`config.mk`:
```
export PLATFORM = sky130hd
export DESIGN_NAME = tstdc_measure
export DESIGN_NICKNAME = d
export VERILOG_FILES = /design/src/design/tstdc_result_mem.v /design/src/design/tstdc_measure.v
export VERILOG_INCLUDE_DIRS = /design/src /design/src/design
export SDC_FILE = /design/constraint.sdc
export NUM_CORES = 1
export LEC_CHECK = 0
export BUFFER_PORTS_ARGS = -buffer_cell sky130_fd_sc_hd__buf_2
export CAP_MARGIN = 20
export CORE_ASPECT_RATIO = 0.5
export CORE_UTILIZATION = 56
export DETAILED_ROUTE_END_ITERATION = 10
export PLACE_DENSITY = 0.72
export SLEW_MARGIN = 30
export SYNTH_ARGS = -nofsm -noshare
export SYNTH_HDL_FRONTEND = slang
export SYNTH_HIERARCHICAL = 1
export SYNTH_SLANG_ARGS = --single-unit
```
`constraint.sdc`:
```
create_clock -name core_clk -period 8.8 [get_ports core_clk]
set_input_delay 0.44 -clock core_clk [delete_from_list [all_inputs] [get_ports core_clk]]
set_output_delay 0.44 -clock core_clk [all_outputs]
set_load 0.01 [all_outputs]
```
`src/design/tstdc_map.vh`:
```
// register map and constants of the time sync measurement unit
// Overview of operation
// - one-shot mode takes one measurement per start; continuous repeats
// - two dedicated reference inputs feed the measurement unit
// - each selector offers four shared, two dedicated, feedback, time clock, sync
// - writing 1 to pop request moves next result into result fields
// - coarse and fine results are signed two's complement
`ifndef TSTDC_MAP_VH
`define TSTDC_MAP_VH
`define TSTDC_OFS_POP      12'hb2f
`define TSTDC_OFS_CTRL     12'hb20
`define TSTDC_OFS_SEL      12'hb21
`define TSTDC_OFS_STATUS   12'hb22
`define TSTDC_OFS_FINE_LO  12'hb30
`define TSTDC_OFS_FINE_HI  12'hb31
`define TSTDC_OFS_CRS_LO   12'hb32
`define TSTDC_OFS_CRS_HI   12'hb33
`define TSTDC_CTRL_EN      0
`define TSTDC_CTRL_START   1
`define TSTDC_CTRL_CONT    2
`define TSTDC_CTRL_FBDIV   3
`define TSTDC_CTRL_RESET   8'h00
`define TSTDC_SEL_RESET    8'h00
`define TSTDC_FIFO_AW      3
`define TSTDC_FIFO_DEPTH   8
`define TSTDC_FINE_W       16
`define TSTDC_CRS_W        16
`define TSTDC_FINE_STEPS   62
`endif

```
`src/design/tstdc_result_mem.v`:
```
// small result memory with registered read data
`timescale 1ns/10ps
`default_nettype none
module tstdc_result_mem (
   input  wire        core_clk,
   input  wire        wrEn,
   input  wire [2:0]  wrAddr,
   input  wire [31:0] wrData,
   input  wire [2:0]  rdAddr,
   output reg  [31:0] rdData
);
   reg [31:0] memArray [0:7];
   always @(posedge core_clk) begin
      if (wrEn) begin
         memArray[wrAddr] <= wrData;
      end
      rdData <= memArray[rdAddr];
   end
endmodule
`default_nettype wire

```
`src/design/tstdc_measure.v`:
```
// time sync phase measurement unit with result queue
`timescale 1ns/10ps
`default_nettype none
`include "tstdc_map.vh"
module tstdc_measure (
   input  wire        core_clk,
   input  wire        reset_n,
   input  wire [11:0] regAddr,
   input  wire [7:0]  regWrData,
   input  wire        regWr,
   input  wire        regRd,
   output reg  [7:0]  regRdData,
   input  wire [3:0]  sharedRef,
   input  wire        dedicatedReferenceA,
   input  wire        dedicatedReferenceB,
   input  wire        loopFeedbackUndivided,
   input  wire        loopFeedbackDivided,
   input  wire        timeClkDivided,
   input  wire        timeSync,
   input  wire        fractionalOutputDividerTick,
   input  wire [5:0]  fineInterp,
   output reg         measBusy,
   output reg         resultValid
);
   // -------------------------------------------------------------------
   // selection
   // -------------------------------------------------------------------
   reg [7:0] ctrl_reg;
   reg [7:0] sel_reg;
   // choice codes: 0-3 shared, 4-5 dedicated, 6 feedback, 7 time clk, 8 sync
   function pickSource;
      input [3:0] code;
      input [3:0] sh;
      input       dA;
      input       dB;
      input       fb;
      input       tc;
      input       ts;
      begin
         case (code)
            4'h0, 4'h1, 4'h2, 4'h3: pickSource = sh[code[1:0]];
            4'h4: pickSource = dA;
            4'h5: pickSource = dB;
            4'h6: pickSource = fb;
            4'h7: pickSource = tc;
            4'h8: pickSource = ts;
            default: pickSource = 1'b0;
         endcase
      end
   endfunction
   wire feedback = ctrl_reg[`TSTDC_CTRL_FBDIV] ?
                   loopFeedbackDivided : loopFeedbackUndivided;
   wire srcA = pickSource(sel_reg[3:0], sharedRef, dedicatedReferenceA,
                          dedicatedReferenceB, feedback, timeClkDivided,
                          timeSync);
   wire srcB = pickSource(sel_reg[7:4], sharedRef, dedicatedReferenceA,
                          dedicatedReferenceB, feedback, timeClkDivided,
                          timeSync);
   // -------------------------------------------------------------------
   // measurement engine
   // -------------------------------------------------------------------
   localparam ST_IDLE = 2'b00;
   localparam ST_ARM  = 2'b01;
   localparam ST_RUN  = 2'b10;
   reg [1:0]  state_reg;
   reg        srcA_reg;
   reg        srcB_reg;
   reg        armed_reg;
   reg [15:0] coarse_reg;
   reg [5:0]  fineA_reg;
   reg        neg_reg;
   wire       edgeA = srcA & ~srcA_reg;
   wire       edgeB = srcB & ~srcB_reg;
   wire       enable = ctrl_reg[`TSTDC_CTRL_EN];
   wire       startReq = regWr && (regAddr == `TSTDC_OFS_CTRL) &&
                         regWrData[`TSTDC_CTRL_START];
   reg        pushEn;
   reg [31:0] pushData;
   wire signed [6:0] fineDiff = {1'b0, fineInterp} - {1'b0, fineA_reg};
   always @* begin
      pushEn = 1'b0;
      pushData = 32'h00000000;
      // closing edge is the input that did not open the window
      if (state_reg == ST_RUN && (neg_reg ? edgeA : edgeB)) begin
         pushEn = 1'b1;
         // later A edge negates both parts together
         if (neg_reg) begin
            pushData = {16'h0000 - coarse_reg,
                        16'h0000 - {{9{fineDiff[6]}}, fineDiff}};
         end else begin
            pushData = {coarse_reg, {{9{fineDiff[6]}}, fineDiff}};
         end
      end
   end
   // -------------------------------------------------------------------
   // queue
   // -------------------------------------------------------------------
   reg  [2:0] wrPtr_reg;
   reg  [2:0] rdPtr_reg;
   reg  [3:0] count_reg;
   wire       full = count_reg == 4'h8;
   wire       popReq = regWr && (regAddr == `TSTDC_OFS_POP) && regWrData[0];
   wire       doPop = popReq && (count_reg != 4'h0);
   wire       doPush = pushEn && !full;
   wire [31:0] memOut;
   reg  [31:0] result_reg;
   reg         popPend_reg;
   tstdc_result_mem uMem (
      .core_clk (core_clk),
      .wrEn     (doPush),
      .wrAddr   (wrPtr_reg),
      .wrData   (pushData),
      .rdAddr   (rdPtr_reg),
      .rdData   (memOut)
   );
   always @(posedge core_clk or negedge reset_n) begin
      if (!reset_n) begin
         ctrl_reg <= `TSTDC_CTRL_RESET;
         sel_reg <= `TSTDC_SEL_RESET;
         state_reg <= ST_IDLE;
         srcA_reg <= 1'b0;
         srcB_reg <= 1'b0;
         armed_reg <= 1'b0;
         coarse_reg <= 16'h0000;
         fineA_reg <= 6'h00;
         neg_reg <= 1'b0;
         wrPtr_reg <= 3'h0;
         rdPtr_reg <= 3'h0;
         count_reg <= 4'h0;
         result_reg <= 32'h00000000;
         popPend_reg <= 1'b0;
         measBusy <= 1'b0;
         resultValid <= 1'b0;
      end else begin
         srcA_reg <= srcA;
         srcB_reg <= srcB;
         if (regWr && regAddr == `TSTDC_OFS_CTRL) begin
            ctrl_reg <= regWrData & 8'h0d;
         end
         if (regWr && regAddr == `TSTDC_OFS_SEL) begin
            sel_reg <= regWrData;
         end
         // start counts with the enable written beside it
         if (startReq && regWrData[`TSTDC_CTRL_EN]) begin
            armed_reg <= 1'b1;
         end else if (!enable) begin
            armed_reg <= 1'b0;
         end
         case (state_reg)
            ST_IDLE: begin
               if (armed_reg && enable) begin
                  state_reg <= ST_ARM;
               end
            end
            ST_ARM: begin
               coarse_reg <= 16'h0000;
               if (!enable) begin
                  state_reg <= ST_IDLE;
               end else if (edgeA) begin
                  fineA_reg <= fineInterp;
                  neg_reg <= 1'b0;
                  state_reg <= ST_RUN;
               end else if (edgeB) begin
                  fineA_reg <= fineInterp;
                  neg_reg <= 1'b1;
                  state_reg <= ST_RUN;
               end
            end
            ST_RUN: begin
               if (fractionalOutputDividerTick) begin
                  coarse_reg <= coarse_reg + 16'h0001;
               end
               if (!enable) begin
                  state_reg <= ST_IDLE;
               end else if (neg_reg ? edgeA : edgeB) begin
                  if (ctrl_reg[`TSTDC_CTRL_CONT]) begin
                     state_reg <= ST_ARM;
                  end else begin
                     state_reg <= ST_IDLE;
                     armed_reg <= 1'b0;
                  end
               end
            end
            default: state_reg <= ST_IDLE;
         endcase
         if (doPush) begin
            wrPtr_reg <= wrPtr_reg + 3'h1;
         end
         if (doPop) begin
            rdPtr_reg <= rdPtr_reg + 3'h1;
         end
         count_reg <= count_reg + {3'h0, doPush} - {3'h0, doPop};
         popPend_reg <= doPop;
         if (popPend_reg) begin
            result_reg <= memOut;
         end
         measBusy <= (state_reg != ST_IDLE);
         resultValid <= (count_reg != 4'h0);
      end
   end
   // -------------------------------------------------------------------
   // read port
   // -------------------------------------------------------------------
   always @(posedge core_clk or negedge reset_n) begin
      if (!reset_n) begin
         regRdData <= 8'h00;
      end else if (regRd) begin
         case (regAddr)
            `TSTDC_OFS_CTRL:    regRdData <= ctrl_reg;
            `TSTDC_OFS_SEL:     regRdData <= sel_reg;
            `TSTDC_OFS_STATUS:  regRdData <= {3'h0, full,
                                              count_reg[2:0] | {3{full}},
                                              measBusy};
            `TSTDC_OFS_FINE_LO: regRdData <= result_reg[7:0];
            `TSTDC_OFS_FINE_HI: regRdData <= result_reg[15:8];
            `TSTDC_OFS_CRS_LO:  regRdData <= result_reg[23:16];
            `TSTDC_OFS_CRS_HI:  regRdData <= result_reg[31:24];
            default:            regRdData <= 8'h00;
         endcase
      end else begin
         regRdData <= 8'h00;
      end
   end
endmodule
`default_nettype wire

```
# Yosys cells after proc, flatten, opt, wreduce, memory -nomap -nowiden
# Memory sizes are Yosys's and may differ from the RTL's. A register that Yosys moved wholly into a read port is not among the register bits.
# Index checks and enable logic that the tools add are counted.
op_classes:
  add_sub_neg: 8
  order_cmp: 2
  eq_ne: 31
  mux: 35
  n_bitwise: 5
  n_reduce_logical: 23
ops:
  columns: ["op", "count"]
  rows:
  - ["$eq A12 B12 Y1 const B", 8]
  - ["$mux W32", 2]
  - ["$pmux W8 S7", 1]
  - ["$eq A4 B3 Y1 const B", 8]
  - ["$pmux W16 S2", 1]
  - ["$add A16 B1 Y16 const B", 1]
  - ["$eq A4 B2 Y1 const B", 4]
  - ["$mux W1", 16]
  - ["$mux W16", 1]
  - ["$sub A1 B16 Y16 const A", 1]
  - ["$eq A4 B4 Y1 const B", 3]
  - ["$mux W2", 6]
  - ["$mux W6", 2]
  - ["$pmux W1 S6", 2]
  - ["$logic_and A1 B1 Y1", 10]
  - ["$eq A4 B1 Y1 const B", 2]
  - ["$logic_not A4 Y1", 2]
  - ["$mux W8", 1]
  - ["$reduce_or A4 Y1", 2]
  - ["$sub A1 B7 Y8 const A", 1]
  - ["$sub A6 B6 Y7", 1]
  - ["$add A3 B1 Y3 const B", 2]
  - ["$lt A2 B3 Y1 const B", 2]
  - ["$pmux W2 S3", 1]
  - ["other kinds (17)", 24]
totals:
  register_bits: 92
  ram_bits: 256
  inputBits: 41
  output_inout_bits: 10
  n_memories: 1
memory_table:
  columns: ["memory", "depth", "word_bits", "rd", "rd_clocked_by_memory_dff", "write_ports", "line", "rtl"]
  rows:
  - ["uMem.memArray", 8, 32, 1, 1, 1, "tstdc_result_mem.v:12", "reg [31:0] memArray [0:7];"]

# Logic depth before layout (Yosys ltp)
depth:
  depth_word: 10
  depth_mapped: 13
  depth_no_buf: 13

# Hierarchy
# Netlist, hierarchy kept.
by_module_without_submodules:
  columns: ["module", "n_inst", "cells_each", "area_per_inst_um2", "seq_area_each_um2"]
  rows:
  - ["tstdc_result_mem", 1, 415, 10466.3, 8328.0]
  - ["tstdc_measure", 1, 549, 5412.7, 2302.2]

# Least setup slack after synthesis
# Ideal clock, no wire load.
synth_timing:
  kind: "register to register"
  start: "reg sel_reg[5]"
  end: "mem uMem.memArray[0][0] (enable)"
  setup_time_ps: 461
  t_arrival_ps: 4182
  t_required_ps: 8339
  path_slack_ps: 4157
  path_stages_with_launch: 11
  period_less_slack_ps: 4643
  cell_sequence: "dfrtp_1 > buf_6 > or3b_1 > o211ai_2 > a21oi_2 > nor4b_2 > o21ai_2 > nand2b_1 > inv_2 > nand2b_1 > nor3_1"
synth_via:
  elab_chain_len: 10
synth_rtl:
  columns: ["item", "line", "rtl"]
  rows:
  - ["from (decl)", "tstdc_measure.v:29", "reg [7:0] sel_reg;"]
  - ["from (signal assigned)", "tstdc_measure.v:119", "sel_reg <= `TSTDC_SEL_RESET;"]
  - ["from (signal assigned)", "tstdc_measure.v:141", "sel_reg <= regWrData;"]
  - ["$eq A4 B1 Y1, or another cell as far along", "tstdc_measure.v:40", "case (code)"]
  - ["$reduce_or A4 Y1 or $mux W1 (tied branches)", "tstdc_measure.v:40, tstdc_measure.v:41", null]
  - ["$pmux W1 S6 *", "tstdc_measure.v:40", null]
  - ["$and A1 B1 Y1 *", "tstdc_measure.v:73", "wire edgeB = srcB & ~srcB_reg;"]
  - ["$mux W1 *", "tstdc_measure.v:84", "if (state_reg == ST_RUN && (neg_reg ? edgeA : edgeB)) begin"]
  - ["$logic_and A1 B1 Y1 *", "tstdc_measure.v:84", null]
  - ["$mux W1 *", "tstdc_measure.v:84", null]
  - ["$logic_and A1 B1 Y1 *", "tstdc_measure.v:104", "wire doPush = pushEn && !full;"]
  - ["named net doPush", "tstdc_measure.v:104", null]
  - ["$mux W1 *", "tstdc_result_mem.v:14", "if (wrEn) begin"]
  - ["$mux W1 (implied by the code) *", "tstdc_result_mem.v:15", "memArray[wrAddr] <= wrData;"]
  - ["to (decl)", "tstdc_result_mem.v:12", null]
# The timed path passes the listed nets; every way through them passes the cells marked *. The select of a mux whose other input is x is not followed.

# Worst setup path in the final report
layout_timing:
  start: "reg sel_reg[2]"
  end: "mem uMem.memArray[4][15] (enable)"
layout_via:
  elab_chain_len: 10
layout_rtl:
  columns: ["item", "line", "rtl"]
  rows:
  - ["$eq A4 B1 Y1, or another cell as far along", "tstdc_measure.v:40", null]
  - ["$reduce_or A4 Y1", "tstdc_measure.v:40", null]
  - ["$pmux W1 S6 *", "tstdc_measure.v:40", null]
  - ["$and A1 B1 Y1 *", "tstdc_measure.v:72", "wire edgeA = srcA & ~srcA_reg;"]
  - ["$mux W1 *", "tstdc_measure.v:84", null]
  - ["$logic_and A1 B1 Y1 *", "tstdc_measure.v:84", null]
  - ["$mux W1 *", "tstdc_measure.v:84", null]
  - ["$logic_and A1 B1 Y1 *", "tstdc_measure.v:104", null]
  - ["named net doPush", "tstdc_measure.v:104", null]
  - ["$mux W1 *", "tstdc_result_mem.v:14", null]
  - ["$mux W1 (implied by the code) *", "tstdc_result_mem.v:15", null]
# The timed path passes the listed nets; every way through them passes the cells marked *.

==> results by group <==
Cells and area
  – Ant. Diodes: 0
  – Number of flip-flops in the largest register: 256
  – Layout net count: 1,077
  – Layout cells sized above 1: 24.6%
  – Util after Layout: 64.4%
  – Area growth syn-to-layout: 12.5%

Timing
  – Worst Clk Skew: 12.3 ps
  – Period utilization: 45.9%
  – Final setup vio count: 0
  – F_max: 248 MHz
  – Worst-Margin Slew: 936 ps
  – Rel. slew slack: 37.6%
  – Min Tclk post-route: 4040 ps
  – Hold WS: 159 ps
  – Pins Over Slew Limit: 0
  – Final TNS setup: 0 ps
  – Final hold vios: 0
  – RSZ-0062 raised after global routing: no

Logic synthesis
  – Syn Inst Count: 964
  – Synth Area in Compound Gates: 4.22%
  – Post-synthesis cell type count: 62
  – Most common cell in the netlist: edfxtp_1
  – Register area share after synthesis: 66.9%
  – Syn Area/Cell: 16.5 µm²
  – Top cells by area, synth: edfxtp_1, dfrtp_1, mux4_1, mux2_2, mux4_2
  – Top FF cell, synth: edfxtp_1
  – YS warnings: 6
  – Simple-gate share of the synthesized area: 5.89%
  – Asr flop ratio synth: 24.2%
  – Post-synth top area share: 48.4%
  – Combinational family with the most area after synthesis: multiplexers
  – Number of synthesized flops with an enable pin: 256
  – Synth Area in XOR/XNOR: 1.32%
  – Syn Nets: 1,024
  – Post-synth top cells: edfxtp_1, dfrtp_1, mux2_2
  – Netlist Area Pre-Place: 15,900 µm²
  – Yosys top cell by area: edfxtp_1
  – Area share of fa/ha/maj cells after synthesis: 1.59%
  – Mux contribution to synthesized area: 17.7%
  – Flops & latches, synth: 380

Detailed routing
  – Post-Route WL: 32,400 µm
  – Starting DRT DRC Count: 760
  – 1st-pass router iterations: 5
  – Routed len/inst: 22.7 µm
  – Drc violations: 0
  – Vias/cell: 6.04
  – Final antenna-violating net count: 0
  – Via count: 8,607

Clocking
  – Worst-path clk slew: 60 ps
  – H-tree Lvls: 2
  – CTS tree: yes
  – Bufs on Longest Clock Path: 3
  – # clock sinks: 380
  – Postcts setup bufs: 0
  – CTS Buf Count: 34
  – Root buf cell: clkbuf_16
  – Worst-Skew Late Latency: 520 ps

Run status
  – Outcome: completed

Setup path
  – WP data required: 8990 ps
  – Startpoint types: flip-flop
  – CP max stage cell: nor3b_2
  – Critical path type: flip-flop to flip-flop
  – Reg-to-reg startpoint: sel_reg[2]
  – Crit path largest cell delay: 780 ps
  – CP Max Fanout: 21
  – CP startpoint: sel_reg[2]
  – Worst-path cell chain: nand3b_1 > a211oi_1 > o22ai_1 > nor3b_2 > o21ai_2 > nand2b_1 > inv_2 > nand2_1 > nor3_4 > buf_4
  – R2R setup slack: 4760 ps
  – Crit path arrival time: 4230 ps
  – Critical Path End: uMem/memArray[4][15]
  – Worst Setup End Kind: flip-flop
  – Worst reg2reg endpoint: uMem/memArray[4][15]
  – R2R cell count: 10

Power
  – Leak: 0.00686 µW
  – Sw Share: 19.7%
  – Switching power: 689 µW
  – Power Density: 196 nW/µm²
  – Tot Pwr: 3510 µW
  – Maximum vdd drop: 0.000110 V
  – Int Power: 2820 µW
  – Logic pwr share: 2.2%
  – Seq pwr share: 54.1%
  – Clock share of power: 43.8%

Placed design
  – Buffers on Ports: 50
  – Gpl congestion: 0.898
  – DP HPWL: 20,900 µm

Global routing
  – All-Layer GR Usage: 23.5%
  – Total gr overflow: 0
  – Largest net degree at the start of global routing: 73
  – Initial antenna violation count: 1
  – First-pass GRT wire length: 50,200 µm
  – Vias in the first global route: 8,560

Die
  – # IOs: 51
  – Initial core utilization: 57.2%
  – Die X: 240 µm
  – Die area: 29,100 µm²
  – FP Rows: 43
  – Die height: 121 µm
  – Core area: 27,800 µm²

Worst hold path
  – HP Class: input port to flip-flop
  – Worst Min Path Start: regWrData[5]

Run
  – Max-cap violations: 0
-- worst min path at each step --
stage | endpoint | slack, ps | depth (start not counted)
3_3_place_gp | result_reg[5] | 340 | 1
2_1_floorplan | armed_reg | 140 | 0
3_5_place_dp | result_reg[21] | 350 | 1
5_1_grt | sel_reg[5] | 140 | 2
6_report | sel_reg[5] | 160 | 2
4_1_cts | sel_reg[5] | 130 | 2
-- worst max-delay path, delay by kind of cell, from the launching register on --
kind                   cells  cell delay, ps
AND/OR/NAND/NOR            5            2030
AO/OA/AOI/OAI              3             690
buffers and inverters      2             540
flip-flops                 1             440
-- layout by cell type (no fill, tap or decap), types with 4 or more instances in the layout --
cell type	n
edfxtp_1	256
dfrtp_1	90
mux2_2	78
nor2_1	62
buf_2	49
mux4_1	40
clkbuf_16	38
nand2_1	32
dfxtp_1	32
mux4_2	29
inv_1	28
a21oi_1	28
o21ai_0	17
ha_1	17
nand3_1	16
nor3_1	15
xor2_1	15
nand2b_1	14
mux2i_1	12
o21ai_1	10
o211ai_1	10
buf_4	10
o31ai_1	9
xnor2_1	9
nand4_1	7
a211oi_1	7
or3_1	7
nor2b_1	6
mux2_4	6
clkbuf_8	6
nor2_4	6
buf_16	6
nand3b_1	5
clkinv_2	5
a22oi_1	4
clkbuf_1	4
-- power by group through the flow --
stage / sequential, µW / clock, µW / combinational, µW
final: 1900 / 1530 / 76.2
after global placement: 1930 / 0 / 73.6
after floorplan: 1930 / 0 / 42.8
after global routing: 1900 / 1630 / 85.3
after CTS: 1900 / 1560 / 76.5
after detailed placement: 1930 / 0 / 75.9
-- repair_timing --
item                                    in CTS  in global routing
hold buffers                                 1                  0
gates resized for setup                      0                  0
hold endpoints to repair                    21                  0
endpoints found under the setup margin       0                  0
-- logic make-up after synthesis --
logic type	count (synthesis)
DFF	380
xor gates and xnor gates	24
AOI/OAI and AO/OA	106
muxes	166
and+or+nand+nor	189
adders and majority gates	19
buffers and inverters	80
-- area by class of cell --
class / instances / area, µm²
Clock buffer: 48 / 1050
Clock inverter: 14 / 128
Sequential cell: 380 / 10600
Timing Repair Buffer: 67 / 507
Fill cell: 1889 / 9900
Multi-Input combinational cell: 504 / 4950
Tap cell: 382 / 478
Inverter: 30 / 113
-- per-layer routing --
metal	GRT usage, %	vias to the layer above	part of all wire, %	wire length [µm]
li1	-	3851	-	-
met1	34.8	4448	45	14700
met2	36.8	275	47	15200
met3	3.98	33	6.3	2040
met4	5.45	0	1.5	477
met5	0	-	0	0
-- per-stage QoR --
stage                     instances  cell area [µm²]  worst slack, ps
after floorplan                 964            15900             4160
after global placement         1356            16500             4650
after detailed placement       1362            16700             4540
after CTS                      1425            17800             4530
after global routing           1425            17900             4440
final                          1425            17900             4760
Power figures use the tool's default switching activity.
